<file path="src/hw/bwmpc_pkg.sv">
// Constants, types and helpers for the bandwidth minimum and portion bitmap
// configuration bank. Assumes a single 250 MHz clock and a simple
// one-request-per-cycle register port.
// Notes on behaviour
// - Minimum bandwidth register kept as four separate copies, one per security frame.
// - Portion bitmap array kept as four separate copies, one per security frame.
// - Minimum bandwidth register decoded at 0x0200 in every frame, read/write.
// - Bitmap word n decoded at 0x2000 plus four times n in every frame.
// - Root and realm copies are reachable only when the realm feature exists.
// - With instance select, accesses reach the selected instance and partition.
// - Without instance select, accesses reach the selected partition only.
// - Internal flag must match narrowing presence; software sets it accordingly.
// - Portion p lives in word p[11:5], bit p[4:0].
// - Bitmap bit zero forbids allocation in a portion, one permits it.
// - Bitmap width lies between one and 4096 portions.
// - Bitmaps over 32 portions span successive words, at most 128 words.
// - Words above the width's upper bits are wholly reserved and read zero.
// - In the boundary word, bits from width[4:0] upward are reserved.
// - Minimum is an unsigned fraction in bits 15:0, point above bit 15.
// - A partition using less than its minimum gets preferential access.
package bwmpc_pkg;
   localparam int ADDR_W = 14;
   localparam int PID_W = 2;
   localparam int RIS_W = 1;
   localparam logic [13:0] OFF_PSEL = 14'h0100;
   localparam logic [13:0] OFF_MIN = 14'h0200;
   localparam logic [13:0] OFF_PBM_BASE = 14'h2000;
   localparam int PBM_MAX_REGS = 128;
   localparam int PSEL_PID_LSB = 0;
   localparam int PSEL_INTERNAL_BIT = 16;
   localparam int PSEL_RIS_LSB = 24;
   // Bitmap width field value, implemented minimum width and feature straps
   localparam logic [12:0] PBM_WD = 13'h0028;
   localparam logic [15:0] MIN_IMPL_MASK = 16'hfff0;
   localparam logic [15:0] MIN_RESET = 16'h0000;
   localparam logic [31:0] PBM_RESET = 32'h00000000;
   localparam logic [31:0] PSEL_RESET = 32'h00000000;
   localparam logic REALM_PRESENT = 1'b1;
   localparam logic HAS_INSTANCE_SELECT = 1'b1;
   localparam logic NARROWING = 1'b0;
   localparam int PBM_WORDS = (int'(PBM_WD) + 31) / 32;
   localparam logic [6:0] PBM_WORDS_N = 7'(PBM_WORDS);
   localparam int PBM_WORD_W = (PBM_WORDS > 1) ? $clog2(PBM_WORDS) : 1;
   localparam int KEY_W = 2 + RIS_W + PID_W;
   localparam int COMBOS = 1 << KEY_W;

   typedef enum logic [1:0] {
      SPACE_SECURE = 2'b00,
      SPACE_NONSECURE = 2'b01,
      SPACE_ROOT = 2'b10,
      SPACE_REALM = 2'b11
   } bwmpc_space_t;

   typedef struct packed {
      logic write;
      bwmpc_space_t space;
      logic [ADDR_W-1:0] addr;
      logic [31:0] wdata;
   } bwmpc_req_t;

   typedef struct packed {
      bwmpc_space_t space;
      logic [RIS_W-1:0] resource_instance_select;
      logic [PID_W-1:0] pid;
   } bwmpc_key_t;

   typedef struct packed {
      logic [RIS_W-1:0] resource_instance_select;
      logic internal;
      logic [PID_W-1:0] pid;
   } bwmpc_psel_t;

   typedef struct packed {
      bwmpc_key_t key;
      logic [15:0] usage;
      logic [11:0] portion;
   } bwmpc_query_t;

   function automatic logic [KEY_W-1:0] key_index(input bwmpc_key_t k);
      return {k.space, k.resource_instance_select, k.pid};
   endfunction

   // Valid bits of bitmap word n; a width of 4096 leaves every word valid
   function automatic logic [31:0] pbm_valid_mask(input logic [6:0] n);
      if (PBM_WD[12] || (n < PBM_WD[11:5])) begin
         return 32'hffffffff;
      end else if (n == PBM_WD[11:5]) begin
         return (32'h00000001 << PBM_WD[4:0]) - 32'h00000001;
      end else begin
         return 32'h00000000;
      end
   endfunction
endpackage

</file>
<file path="src/hw/bwmpc_store.sv">
// Settings storage: minimum fraction and bitmap words per space, instance and
// partition. Assumes writers have already masked reserved bits.
`timescale 1ns/1ps
module bwmpc_store (
   input wire logic i_clock,
   input wire logic i_rst_n,
   input wire logic i_wr_min,
   input wire logic i_wr_pbm,
   input wire logic [bwmpc_pkg::KEY_W-1:0] i_key,
   input wire logic [bwmpc_pkg::PBM_WORD_W-1:0] i_word,
   input wire logic [31:0] i_wdata,
   output logic [15:0] o_min,
   output logic [31:0] o_pbm,
   input wire logic [bwmpc_pkg::KEY_W-1:0] i_qkey,
   input wire logic [bwmpc_pkg::PBM_WORD_W-1:0] i_qword,
   output logic [15:0] o_qmin,
   output logic [31:0] o_qpbm
);
   logic [15:0] min_mem [bwmpc_pkg::COMBOS];
   logic [31:0] pbm_mem [bwmpc_pkg::COMBOS * bwmpc_pkg::PBM_WORDS];

   // One slot per key keeps every combination independent
   always_ff @(posedge i_clock) begin
      if (!i_rst_n) begin
         for (int i = 0; i < bwmpc_pkg::COMBOS; i++) begin
            min_mem[i] <= bwmpc_pkg::MIN_RESET;
         end
      end else if (i_wr_min) begin
         min_mem[i_key] <= i_wdata[15:0];
      end
   end

   // Words beyond the implemented width are never stored
   always_ff @(posedge i_clock) begin
      if (!i_rst_n) begin
         for (int i = 0; i < bwmpc_pkg::COMBOS * bwmpc_pkg::PBM_WORDS; i++) begin
            pbm_mem[i] <= bwmpc_pkg::PBM_RESET;
         end
      end else if (i_wr_pbm) begin
         pbm_mem[{i_key, i_word}] <= i_wdata;
      end
   end

   assign o_min = min_mem[i_key];
   assign o_pbm = pbm_mem[{i_key, i_word}];
   assign o_qmin = min_mem[i_qkey];
   assign o_qpbm = pbm_mem[{i_qkey, i_qword}];
endmodule // bwmpc_store

</file>
<file path="src/hw/bwmpc_top.sv">
// Register bank for the minimum bandwidth fraction and portion bitmap, four
// security frames deep. Assumes one request per cycle, answered the next cycle,
// and a regulator that queries the stored settings each cycle.
`timescale 1ns/1ps
module bwmpc_top (
   input wire logic i_clock,
   input wire logic i_rst_n,
   input wire logic i_req,
   input wire bwmpc_pkg::bwmpc_req_t i_req_data,
   output logic o_ready,
   output logic [31:0] o_rdata,
   input wire bwmpc_pkg::bwmpc_query_t i_query,
   output logic o_preferred,
   output logic o_permit
);
   bwmpc_pkg::bwmpc_psel_t psel [4];
   bwmpc_pkg::bwmpc_psel_t sel;
   bwmpc_pkg::bwmpc_key_t key;
   logic realm_ok;
   logic id_ok;
   logic is_psel;
   logic is_min;
   logic is_pbm;
   logic [6:0] pbm_n;
   logic pbm_stored;
   logic [31:0] pbm_mask;
   logic wr_min;
   logic wr_pbm;
   logic wr_psel;
   logic [31:0] store_wdata;
   logic [15:0] st_min;
   logic [31:0] st_pbm;
   logic [15:0] q_min;
   logic [31:0] q_pbm;
   logic q_in_range;
   logic [31:0] next_rdata;

   always_comb begin
      sel = psel[i_req_data.space];
      key.space = i_req_data.space;
      key.pid = sel.pid;
      key.resource_instance_select = bwmpc_pkg::HAS_INSTANCE_SELECT ? sel.resource_instance_select : '0;
      realm_ok = !i_req_data.space[1] || bwmpc_pkg::REALM_PRESENT;
      id_ok = (sel.internal == bwmpc_pkg::NARROWING);
      is_psel = (i_req_data.addr == bwmpc_pkg::OFF_PSEL);
      is_min = (i_req_data.addr == bwmpc_pkg::OFF_MIN);
      is_pbm = (i_req_data.addr[13:9] == bwmpc_pkg::OFF_PBM_BASE[13:9]) && (i_req_data.addr[1:0] == 2'b00);
      pbm_n = i_req_data.addr[8:2];
      pbm_stored = (pbm_n < bwmpc_pkg::PBM_WORDS_N);
      pbm_mask = bwmpc_pkg::pbm_valid_mask(pbm_n);
   end

   // Frame selects the copy; absent frames ignore writes, mismatched flags ignore minimum and bitmap writes
   assign wr_psel = i_req && i_req_data.write && is_psel && realm_ok;
   assign wr_min = i_req && i_req_data.write && is_min && realm_ok && id_ok;
   assign wr_pbm = i_req && i_req_data.write && is_pbm && pbm_stored && realm_ok && id_ok;
   assign store_wdata = is_min ? {16'h0000, i_req_data.wdata[15:0] & bwmpc_pkg::MIN_IMPL_MASK}
                               : (i_req_data.wdata & pbm_mask);

   bwmpc_store i_bwmpc_store (
      .i_clock(i_clock),
      .i_rst_n(i_rst_n),
      .i_wr_min(wr_min),
      .i_wr_pbm(wr_pbm),
      .i_key(bwmpc_pkg::key_index(key)),
      .i_word(pbm_n[bwmpc_pkg::PBM_WORD_W-1:0]),
      .i_wdata(store_wdata),
      .o_min(st_min),
      .o_pbm(st_pbm),
      .i_qkey(bwmpc_pkg::key_index(i_query.key)),
      .i_qword(i_query.portion[5+bwmpc_pkg::PBM_WORD_W-1:5]),
      .o_qmin(q_min),
      .o_qpbm(q_pbm)
   );

   // One select per frame, so frames never steer each other
   always_ff @(posedge i_clock) begin
      if (!i_rst_n) begin
         for (int i = 0; i < 4; i++) begin
            psel[i].pid <= bwmpc_pkg::PSEL_RESET[bwmpc_pkg::PSEL_PID_LSB +: bwmpc_pkg::PID_W];
            psel[i].internal <= bwmpc_pkg::PSEL_RESET[bwmpc_pkg::PSEL_INTERNAL_BIT];
            psel[i].resource_instance_select <= bwmpc_pkg::PSEL_RESET[bwmpc_pkg::PSEL_RIS_LSB +: bwmpc_pkg::RIS_W];
         end
      end else if (wr_psel) begin
         psel[i_req_data.space].pid <= i_req_data.wdata[bwmpc_pkg::PSEL_PID_LSB +: bwmpc_pkg::PID_W];
         psel[i_req_data.space].internal <= i_req_data.wdata[bwmpc_pkg::PSEL_INTERNAL_BIT];
         psel[i_req_data.space].resource_instance_select <= i_req_data.wdata[bwmpc_pkg::PSEL_RIS_LSB +: bwmpc_pkg::RIS_W];
      end
   end

   always_comb begin
      next_rdata = 32'h00000000;
      if (i_req && !i_req_data.write && realm_ok) begin
         if (is_psel) begin
            next_rdata[bwmpc_pkg::PSEL_PID_LSB +: bwmpc_pkg::PID_W] = sel.pid;
            next_rdata[bwmpc_pkg::PSEL_INTERNAL_BIT] = sel.internal;
            next_rdata[bwmpc_pkg::PSEL_RIS_LSB +: bwmpc_pkg::RIS_W] = sel.resource_instance_select;
         end else if (is_min && id_ok) begin
            next_rdata[15:0] = st_min;
         end else if (is_pbm && pbm_stored && id_ok) begin
            next_rdata = st_pbm & pbm_mask;
         end
      end
   end

   // Every access completes in one cycle, mapped or not
   always_ff @(posedge i_clock) begin
      if (!i_rst_n) begin
         o_ready <= 1'b0;
         o_rdata <= 32'h00000000;
      end else begin
         o_ready <= i_req;
         o_rdata <= next_rdata;
      end
   end

   // Word range check guards a narrow index from aliasing a high portion
   assign q_in_range = (7'(i_query.portion[11:5]) < bwmpc_pkg::PBM_WORDS_N);

   always_ff @(posedge i_clock) begin
      if (!i_rst_n) begin
         o_preferred <= 1'b0;
         o_permit <= 1'b0;
      end else begin
         o_preferred <= i_query.usage < q_min;
         o_permit <= q_in_range && q_pbm[i_query.portion[4:0]];
      end
   end

   // Helper state seen only by the checks below
   logic rd_min;
   logic rd_pbm;
   logic rd_hit;
   logic rd_gated;
   logic [6:0] rd_n;
   always_ff @(posedge i_clock) begin
      if (!i_rst_n) begin
         rd_min <= 1'b0;
         rd_pbm <= 1'b0;
         rd_hit <= 1'b0;
         rd_gated <= 1'b0;
         rd_n <= 7'h00;
      end else begin
         rd_min <= i_req && !i_req_data.write && is_min;
         rd_pbm <= i_req && !i_req_data.write && is_pbm;
         rd_hit <= i_req && (is_min || is_pbm || is_psel);
         rd_gated <= i_req && !realm_ok;
         rd_n <= pbm_n;
      end
   end
endmodule // bwmpc_top

</file>
<file path="config.mk">
export PLATFORM = sky130hd
export DESIGN_NAME = bwmpc_top
export DESIGN_NICKNAME = d
export VERILOG_FILES = /design/src/hw/bwmpc_pkg.sv /design/src/hw/bwmpc_store.sv /design/src/hw/bwmpc_top.sv
export SDC_FILE = /design/constraint.sdc
export NUM_CORES = 2
export LEC_CHECK = 0
export BUFFER_PORTS_ARGS = -buffer_cell sky130_fd_sc_hd__buf_4
export CORE_ASPECT_RATIO = 2
export CORE_MARGIN = 4
export CORE_UTILIZATION = 30
export CTS_BUF_LIST = sky130_fd_sc_hd__clkbuf_2
export DETAILED_ROUTE_END_ITERATION = 8
export HOLD_SLACK_MARGIN = 0.02
export PLACE_DENSITY = 0.45
export SETUP_SLACK_MARGIN = 0.2
export SLEW_MARGIN = 15
export SYNTH_ARGS = -nofsm -noshare
export SYNTH_HDL_FRONTEND = slang
export SYNTH_SLANG_ARGS = --single-unit
</file>
<file path="constraint.sdc">
create_clock -name i_clock -period 5.34 [get_ports i_clock]
set_input_delay 1.335 -clock i_clock [delete_from_list [all_inputs] [get_ports i_clock]]
set_output_delay 1.335 -clock i_clock [all_outputs]
set_load 0.005 [all_outputs]
</file>
* After elaboration in Yosys (flattened, before gate mapping)
Memory sizes are Yosys's and may differ from the RTL's.
Cells that the tools add are included.
** Storage, ports and cells
- Bits in registers :: 35
- Latch bits :: 0
- Bits in writable memories :: 2576
- Memory bits (read-only) :: 0
- Output and inout port bits :: 35
- Word-level logic and storage cells :: 75
- Memories kept :: 3
** Memories
- i_bwmpc_store.pbm_mem :: words 64, width 32, read ports 2, clocked after Yosys merged registers in 0, write ports 64, RTL line bwmpc_store.sv:20 : logic [31:0] pbm_mem [bwmpc_pkg::COMBOS * bwmpc_pkg::PBM_WORDS];
- i_bwmpc_store.min_mem :: words 32, width 16, read ports 2, clocked after Yosys merged registers in 0, write ports 32, RTL line bwmpc_store.sv:19 : logic [15:0] min_mem [bwmpc_pkg::COMBOS];
- psel :: words 4, width 4, read ports 1, clocked after Yosys merged registers in 0, write ports 4, RTL line bwmpc_top.sv:16 : bwmpc_pkg::bwmpc_psel_t psel [4];
** Cells by class
- $add $sub $neg :: 0
- Multiply operators :: 0
- Div/mod/pow operators :: 0
- Order comparisons :: 5
- Equality and inequality tests :: 4
- Shift operators :: 0
- Mux-type cells :: 30
- Bitwise operators :: 6
- Reduce and logical (&&, ||, !) cells :: 21
** Operator list (number)
- 2-to-1 mux 32 bit :: 3
- AND 32 bit :: 2
- 2-to-1 mux 16 bit :: 2
- OR reduction 32 bit :: 1
- 2-to-1 mux 25 bit :: 1
- less-than comparator 16 bit :: 1
- 2-to-1 mux 1 bit :: 16
- OR reduction 16 bit :: 1
- == test 14 x 10 -> 1 bit, second input constant :: 1
- == test 14 x 9 -> 1 bit, second input constant :: 1
- less-than comparator 7 x 2 -> 1 bit, second input constant :: 2
- logical AND 1 bit :: 13
- 2-to-1 mux 9 bit :: 1
- 2-to-1 mux 8 bit :: 1
- == test 7 x 1 -> 1 bit, second input constant :: 1
- less-than comparator 7 x 1 -> 1 bit, second input constant :: 1
- less-than comparator 5 x 6 -> 1 bit, second input constant :: 1
- 2-to-1 mux 6 bit :: 1
- binary-select mux 1 bit (select 5 bit) :: 1
- == test 5 bit, second input constant :: 1
- 2-to-1 mux 5 bit :: 1
- OR reduction 5 bit :: 1
- 2-to-1 mux 2 bit :: 2
- 2-to-1 mux 4 bit :: 1
- other kinds (6) :: 9

* Logic depth before layout (Yosys ltp)
- Word-level depth :: 10
- Gate-level depth with buffers :: 19
- Depth with buffers taken out :: 13

* Modules after synthesis
From an unflattened synthesis, not the netlist that was laid out.
** Second synthesis, totals
- Cell total of the unflattened synthesis :: 9703
- Area total of the unflattened synthesis :: 139050.9 um2
** Modules (own cells, without submodules)
- bwmpc_store :: instances 1, cells an instance 9424, area each 136206.9 um2, sequential area each 76873.7 um2
- bwmpc_top :: instances 1, cells an instance 279, area each 2844.0 um2, sequential area each 1181.1 um2

* Least setup slack after synthesis
Ideal clock, no wire load.
- Path kind :: input port to flip-flop
- Start :: in i_query[29] (netlist bit)
- End :: reg o_preferred
- Library setup time :: 0.086 ns
- Data arrival time :: 4.853 ns
- Path slack :: 0.402 ns
- Stages :: 19
- Cell sequence :: buf_2 buf_2 buf_2 buf_2 clkbuf_1 clkbuf_1 mux4_2 mux4_2 mux2i_1 ha_1 a21oi_1 nor2b_1 o21ai_0 nand2b_1 a21oi_1 nor2b_1 o21ai_0 nand2b_1 a211oi_1
** Between the ends
- Word-level cells in the longest chain between the ends :: 2
** RTL lines
- start: declaration :: RTL line bwmpc_top.sv:12 : input wire bwmpc_pkg::bwmpc_query_t i_query,
- memory read (32 x 16 bit)
- less-than comparator 16 bit :: RTL line bwmpc_top.sv:125 : o_preferred <= i_query.usage < q_min;
- end signal: assignment :: RTL line bwmpc_top.sv:125
- end: declaration :: RTL line bwmpc_top.sv:13 : output logic o_preferred,
No other way between the ends.
A chain may end at the register's enable or synchronous reset.

* Worst setup path in the final report
- Start :: mem psel[0][1] (netlist bit)
- End :: reg o_rdata[23]
** Between the ends
- Word-level cells in the longest chain between the ends :: 3
** RTL lines
- start: declaration :: RTL line bwmpc_top.sv:16
- memory read (4 x 4 bit)
- memory read (64 x 32 bit)
- AND 32 bit :: RTL line bwmpc_top.sv:101 : next_rdata = st_pbm & pbm_mask;
- end signal: assignment :: RTL line bwmpc_top.sv:113 : o_rdata <= next_rdata;
- end: declaration :: RTL line bwmpc_top.sv:11 : output logic [31:0] o_rdata,
No other way between the ends.

==> results by group <==
Floorplan
  – Die area: 432000 sq um
  – Number of ports placed on the die boundary: 120
  – Die Y-Extent: 925 microns
  – Number of standard-cell rows in the floorplan: 336
  – Die X-Extent: 467 microns
  – Area of the core: 419000 sq um
  – Starting utilization of the core area: 30.1%

Detailed routing
  – First-pass iteration count of the detailed router: 6
  – Total number of vias: 103000
  – Aggregate routed wire length: 728000 microns
  – Number of vias per cell: 5.84
  – Number of DRC markers in iteration 0: 12800
  – Detailed-route DRC error count: 0
  – Detail Route Antenna Nets: 0
  – Wirelength per Cell: 41.1 microns

Layout
  – Non-filler cells, final: 17700
  – Area of the multi-input gates: 48200 sq um
  – Share of cells above drive strength 1: 27.8%
  – Number of fill cells: 41400
  – Final design instance area without fill: 154000 sq um
  – Synthesis-to-finish area growth: 22.3%
  – Final core utilization: 36.9%
  – Total area of sequential cells: 78100 sq um
  – Net count of the finished layout: 11700

Global routing
  – Maximum number of pins on one net before global-route repair: 81
  – Initial antenna violation count: 63
  – First-pass GRT wire length: 955000 microns
  – Overall fraction of global-route tracks in use: 33.0%
  – Global route overflow: 0
  – Via count of the first global-routing pass: 105000

Synthesis
  – Largest family of logic cells by synthesized area: multiplexers
  – Share of the synthesized area in compound gates (AO/OA/AOI/OAI): 9.10%
  – Number of enable-type register cells in the synthesized netlist: 2576
  – Leading cell type by number of instances after synthesis: sky130_fd_sc_hd__edfxtp_1
  – Async set-or-reset flop fraction in the synthesized netlist: 0%
  – Share of synthesized cell area in and, or, nand and nor gates: 10.1%
  – Synth Instances: 9474
  – Share of the synthesized area in the top cell type: 61.3%
  – Fraction of the mapped netlist area in adder cells: 0.149%
  – Mux share of post-synthesis cell area: 15.5%
  – Count of different cell masters after synthesis: 83
  – Dominant register cell in the synthesized netlist: sky130_fd_sc_hd__edfxtp_1
  – Part of the Yosys area used for sequential elements: 61.9%
  – Biggest area contributors in the synthesized netlist: sky130_fd_sc_hd__edfxtp_1, sky130_fd_sc_hd__mux4_2, sky130_fd_sc_hd__nor2_1, sky130_fd_sc_hd__o22ai_1, sky130_fd_sc_hd__mux2i_1
  – Synth Warn #: 0
  – Avg Synthesized Cell Area: 13.3 sq um
  – Netlist area before placement: 126000 sq um
  – Parity-gate share of the synthesized area counting xor and xnor cells: 0%
  – Top cells by count, synth: sky130_fd_sc_hd__edfxtp_1, sky130_fd_sc_hd__nor2_1, sky130_fd_sc_hd__nand2_1
  – Count of state elements after synthesis: 2611
  – Post-synth top area cell: sky130_fd_sc_hd__edfxtp_1

Clock tree
  – Post-CTS Hold Buffers: 66
  – Count of buffers added by post-CTS timing repair for setup: 0
  – CTS root buf: sky130_fd_sc_hd__clkbuf_2
  – TritonCTS clock tree: done
  – Number of buffers on the longest clock path: 4
  – Skew-Pair Late Insertion Delay: 2.16 ns
  – CTS clk-pin slew, worst paths: 0.12 ns
  – Clock buffers created by TritonCTS: 626
  – Post-cts repair resize count: 0
  – Number of H-tree levels: 6
  – Number of clock sinks seen by CTS: 2611

Setup path
  – WS Path Type: flip-flop to flip-flop
  – Required time of the critical path: 7.30 ns
  – Critical path capture point type: flip-flop
  – Startpoint type of the worst setup path: flip-flop
  – Highest net fanout along the worst path: 18
  – Arrival time reported for the critical path endpoint: 7.02 ns

Placed design
  – RePlAce Congestion: 1.03
  – PortBufs: 119
  – Pre-CTS worst setup slack: -0.556 ns
  – Dpl cell area: 148000 sq um
  – Number of cells after detailed placement: 16500
  – Post-detailed-placement half-perimeter wirelength: 519000 microns

Timing
  – Transition at the pin with the smallest max-transition slack: 1.48 ns
  – Worst-case setup margin in the final layout: 0.280 ns
  – Final number of max-transition violations: 0
  – Minimum clock period: 5.06 ns
  – Final worst clock skew: 0.207 ns
  – Fin crit share: 94.8%
  – Max-slew headroom at the worst pin: 0.257%
  – Setup-violating endpoint count in the final report: 0
  – Max Clock Freq: 0.198 GHz
  – Number of failing hold endpoints at the final stage: 0
  – RSZ-0062 raised after global routing: false
  – Setup TNS Final: 0 ns
  – Final Hold Slack: 0.324 ns

Pwr
  – Pwr dens: 301 nW/um^2
  – Max VDD drop: 0.000203 V
  – Leakage power summed over all cells: 55.7 nW
  – Total design power: 46.4 mW

Run
  – Number of max-cap violations: 1

Outcome
  – Result of the run: finished, violations left
  – Violated checks: max-capacitance violations

Hold path
  – Kind of path behind the tightest hold check: input pin to flip-flop
-- layout by cell type (no fill, tap or decap), types with 138 or more instances in the layout --
| master | instances |
|---|---|
| sky130_fd_sc_hd__nand2_1 | 655 |
| sky130_fd_sc_hd__o22ai_1 | 576 |
| sky130_fd_sc_hd__nor3_1 | 141 |
| sky130_fd_sc_hd__nor2_1 | 1868 |
| sky130_fd_sc_hd__clkbuf_2 | 878 |
| sky130_fd_sc_hd__edfxtp_1 | 2576 |
| sky130_fd_sc_hd__o21ai_0 | 289 |
| sky130_fd_sc_hd__conb_1 | 896 |
| sky130_fd_sc_hd__a22oi_1 | 138 |
| sky130_fd_sc_hd__mux4_2 | 712 |
| sky130_fd_sc_hd__buf_12 | 299 |
| sky130_fd_sc_hd__a21oi_1 | 141 |
| sky130_fd_sc_hd__mux2i_1 | 318 |
| sky130_fd_sc_hd__buf_4 | 1126 |
-- worst max-delay path, cell delays in order (launching register included) --
cell                       delay (ns)
sky130_fd_sc_hd__edfxtp_1        0.45
sky130_fd_sc_hd__mux4_4          0.80
sky130_fd_sc_hd__nor2_1          0.40
sky130_fd_sc_hd__buf_4           0.29
sky130_fd_sc_hd__nand2_8         0.16
sky130_fd_sc_hd__buf_12          0.24
sky130_fd_sc_hd__buf_4           0.26
sky130_fd_sc_hd__o22ai_1         0.18
sky130_fd_sc_hd__nor3_1          0.06
sky130_fd_sc_hd__o21ai_0         0.23
sky130_fd_sc_hd__a31oi_2         0.53
sky130_fd_sc_hd__buf_12          0.33
sky130_fd_sc_hd__nor2_2          0.60
sky130_fd_sc_hd__nor4_2          0.07
sky130_fd_sc_hd__buf_4           0.16
-- sequential cells by signal (all words and copies together) (netlist names) --
| register | cells |
|---|---|
| i_bwmpc_store.pbm_mem | 2048 |
| psel | 16 |
| o_permit | 1 |
| o_preferred | 1 |
| o_rdata | 32 |
| i_bwmpc_store.min_mem | 512 |
| o_ready | 1 |
-- metal layers --
metal  part of all wire (%)  vias to the layer above  GRT usage, %
met5                  0.013                        -             0
met4                     13                       14          33.9
met3                    7.8                     2607          6.45
met2                     49                     7503          55.9
met1                     30                    52700          32.8
li1                       -                    40600             -
-- kinds of logic (layout without fill, tap and decap cells) --
kind of cell,after synthesis,in the layout
AO/OA/AOI/OAI,1730,1730
AND/OR/NAND/NOR,3146,3146
flip-flops,2611,2611
adder cells (fa/ha/maj),15,15
other,1,981
multiplexers,1058,1058
buffers and inverters,913,2575
-- power by group --
part | switching (mW) | internal (mW)
logic | 5.47 | 2.86
registers | 0.544 | 23.4
clock network | 9.02 | 5.13
-- path summary, 6_finish.rpt --
check / depth (start not counted) / to / start / slack (ns)
setup / recovery: 14 / o_rdata[23] / psel[0][1] / 0.28
hold / removal: 7 / o_rdata[0] / i_req_data[32] / 0.32
setup reg to reg: 14 / o_rdata[23] / psel[0][1] / 0.28
hold reg to reg: 4 / o_rdata[11] / i_bwmpc_store.min_mem[20][11] / 0.87
-- area by class of cell --
type	count	area share, %
antenna	85	0.138
clock buffer	878	2.85
clock inverter	187	0.756
inverter	4	0.0146
multi-input combinational	6845	31.2
sequential	2611	50.6
tap	5577	4.52
timing repair buffer	1506	9.93
Note: power is estimated with default switching activity, not from simulation.
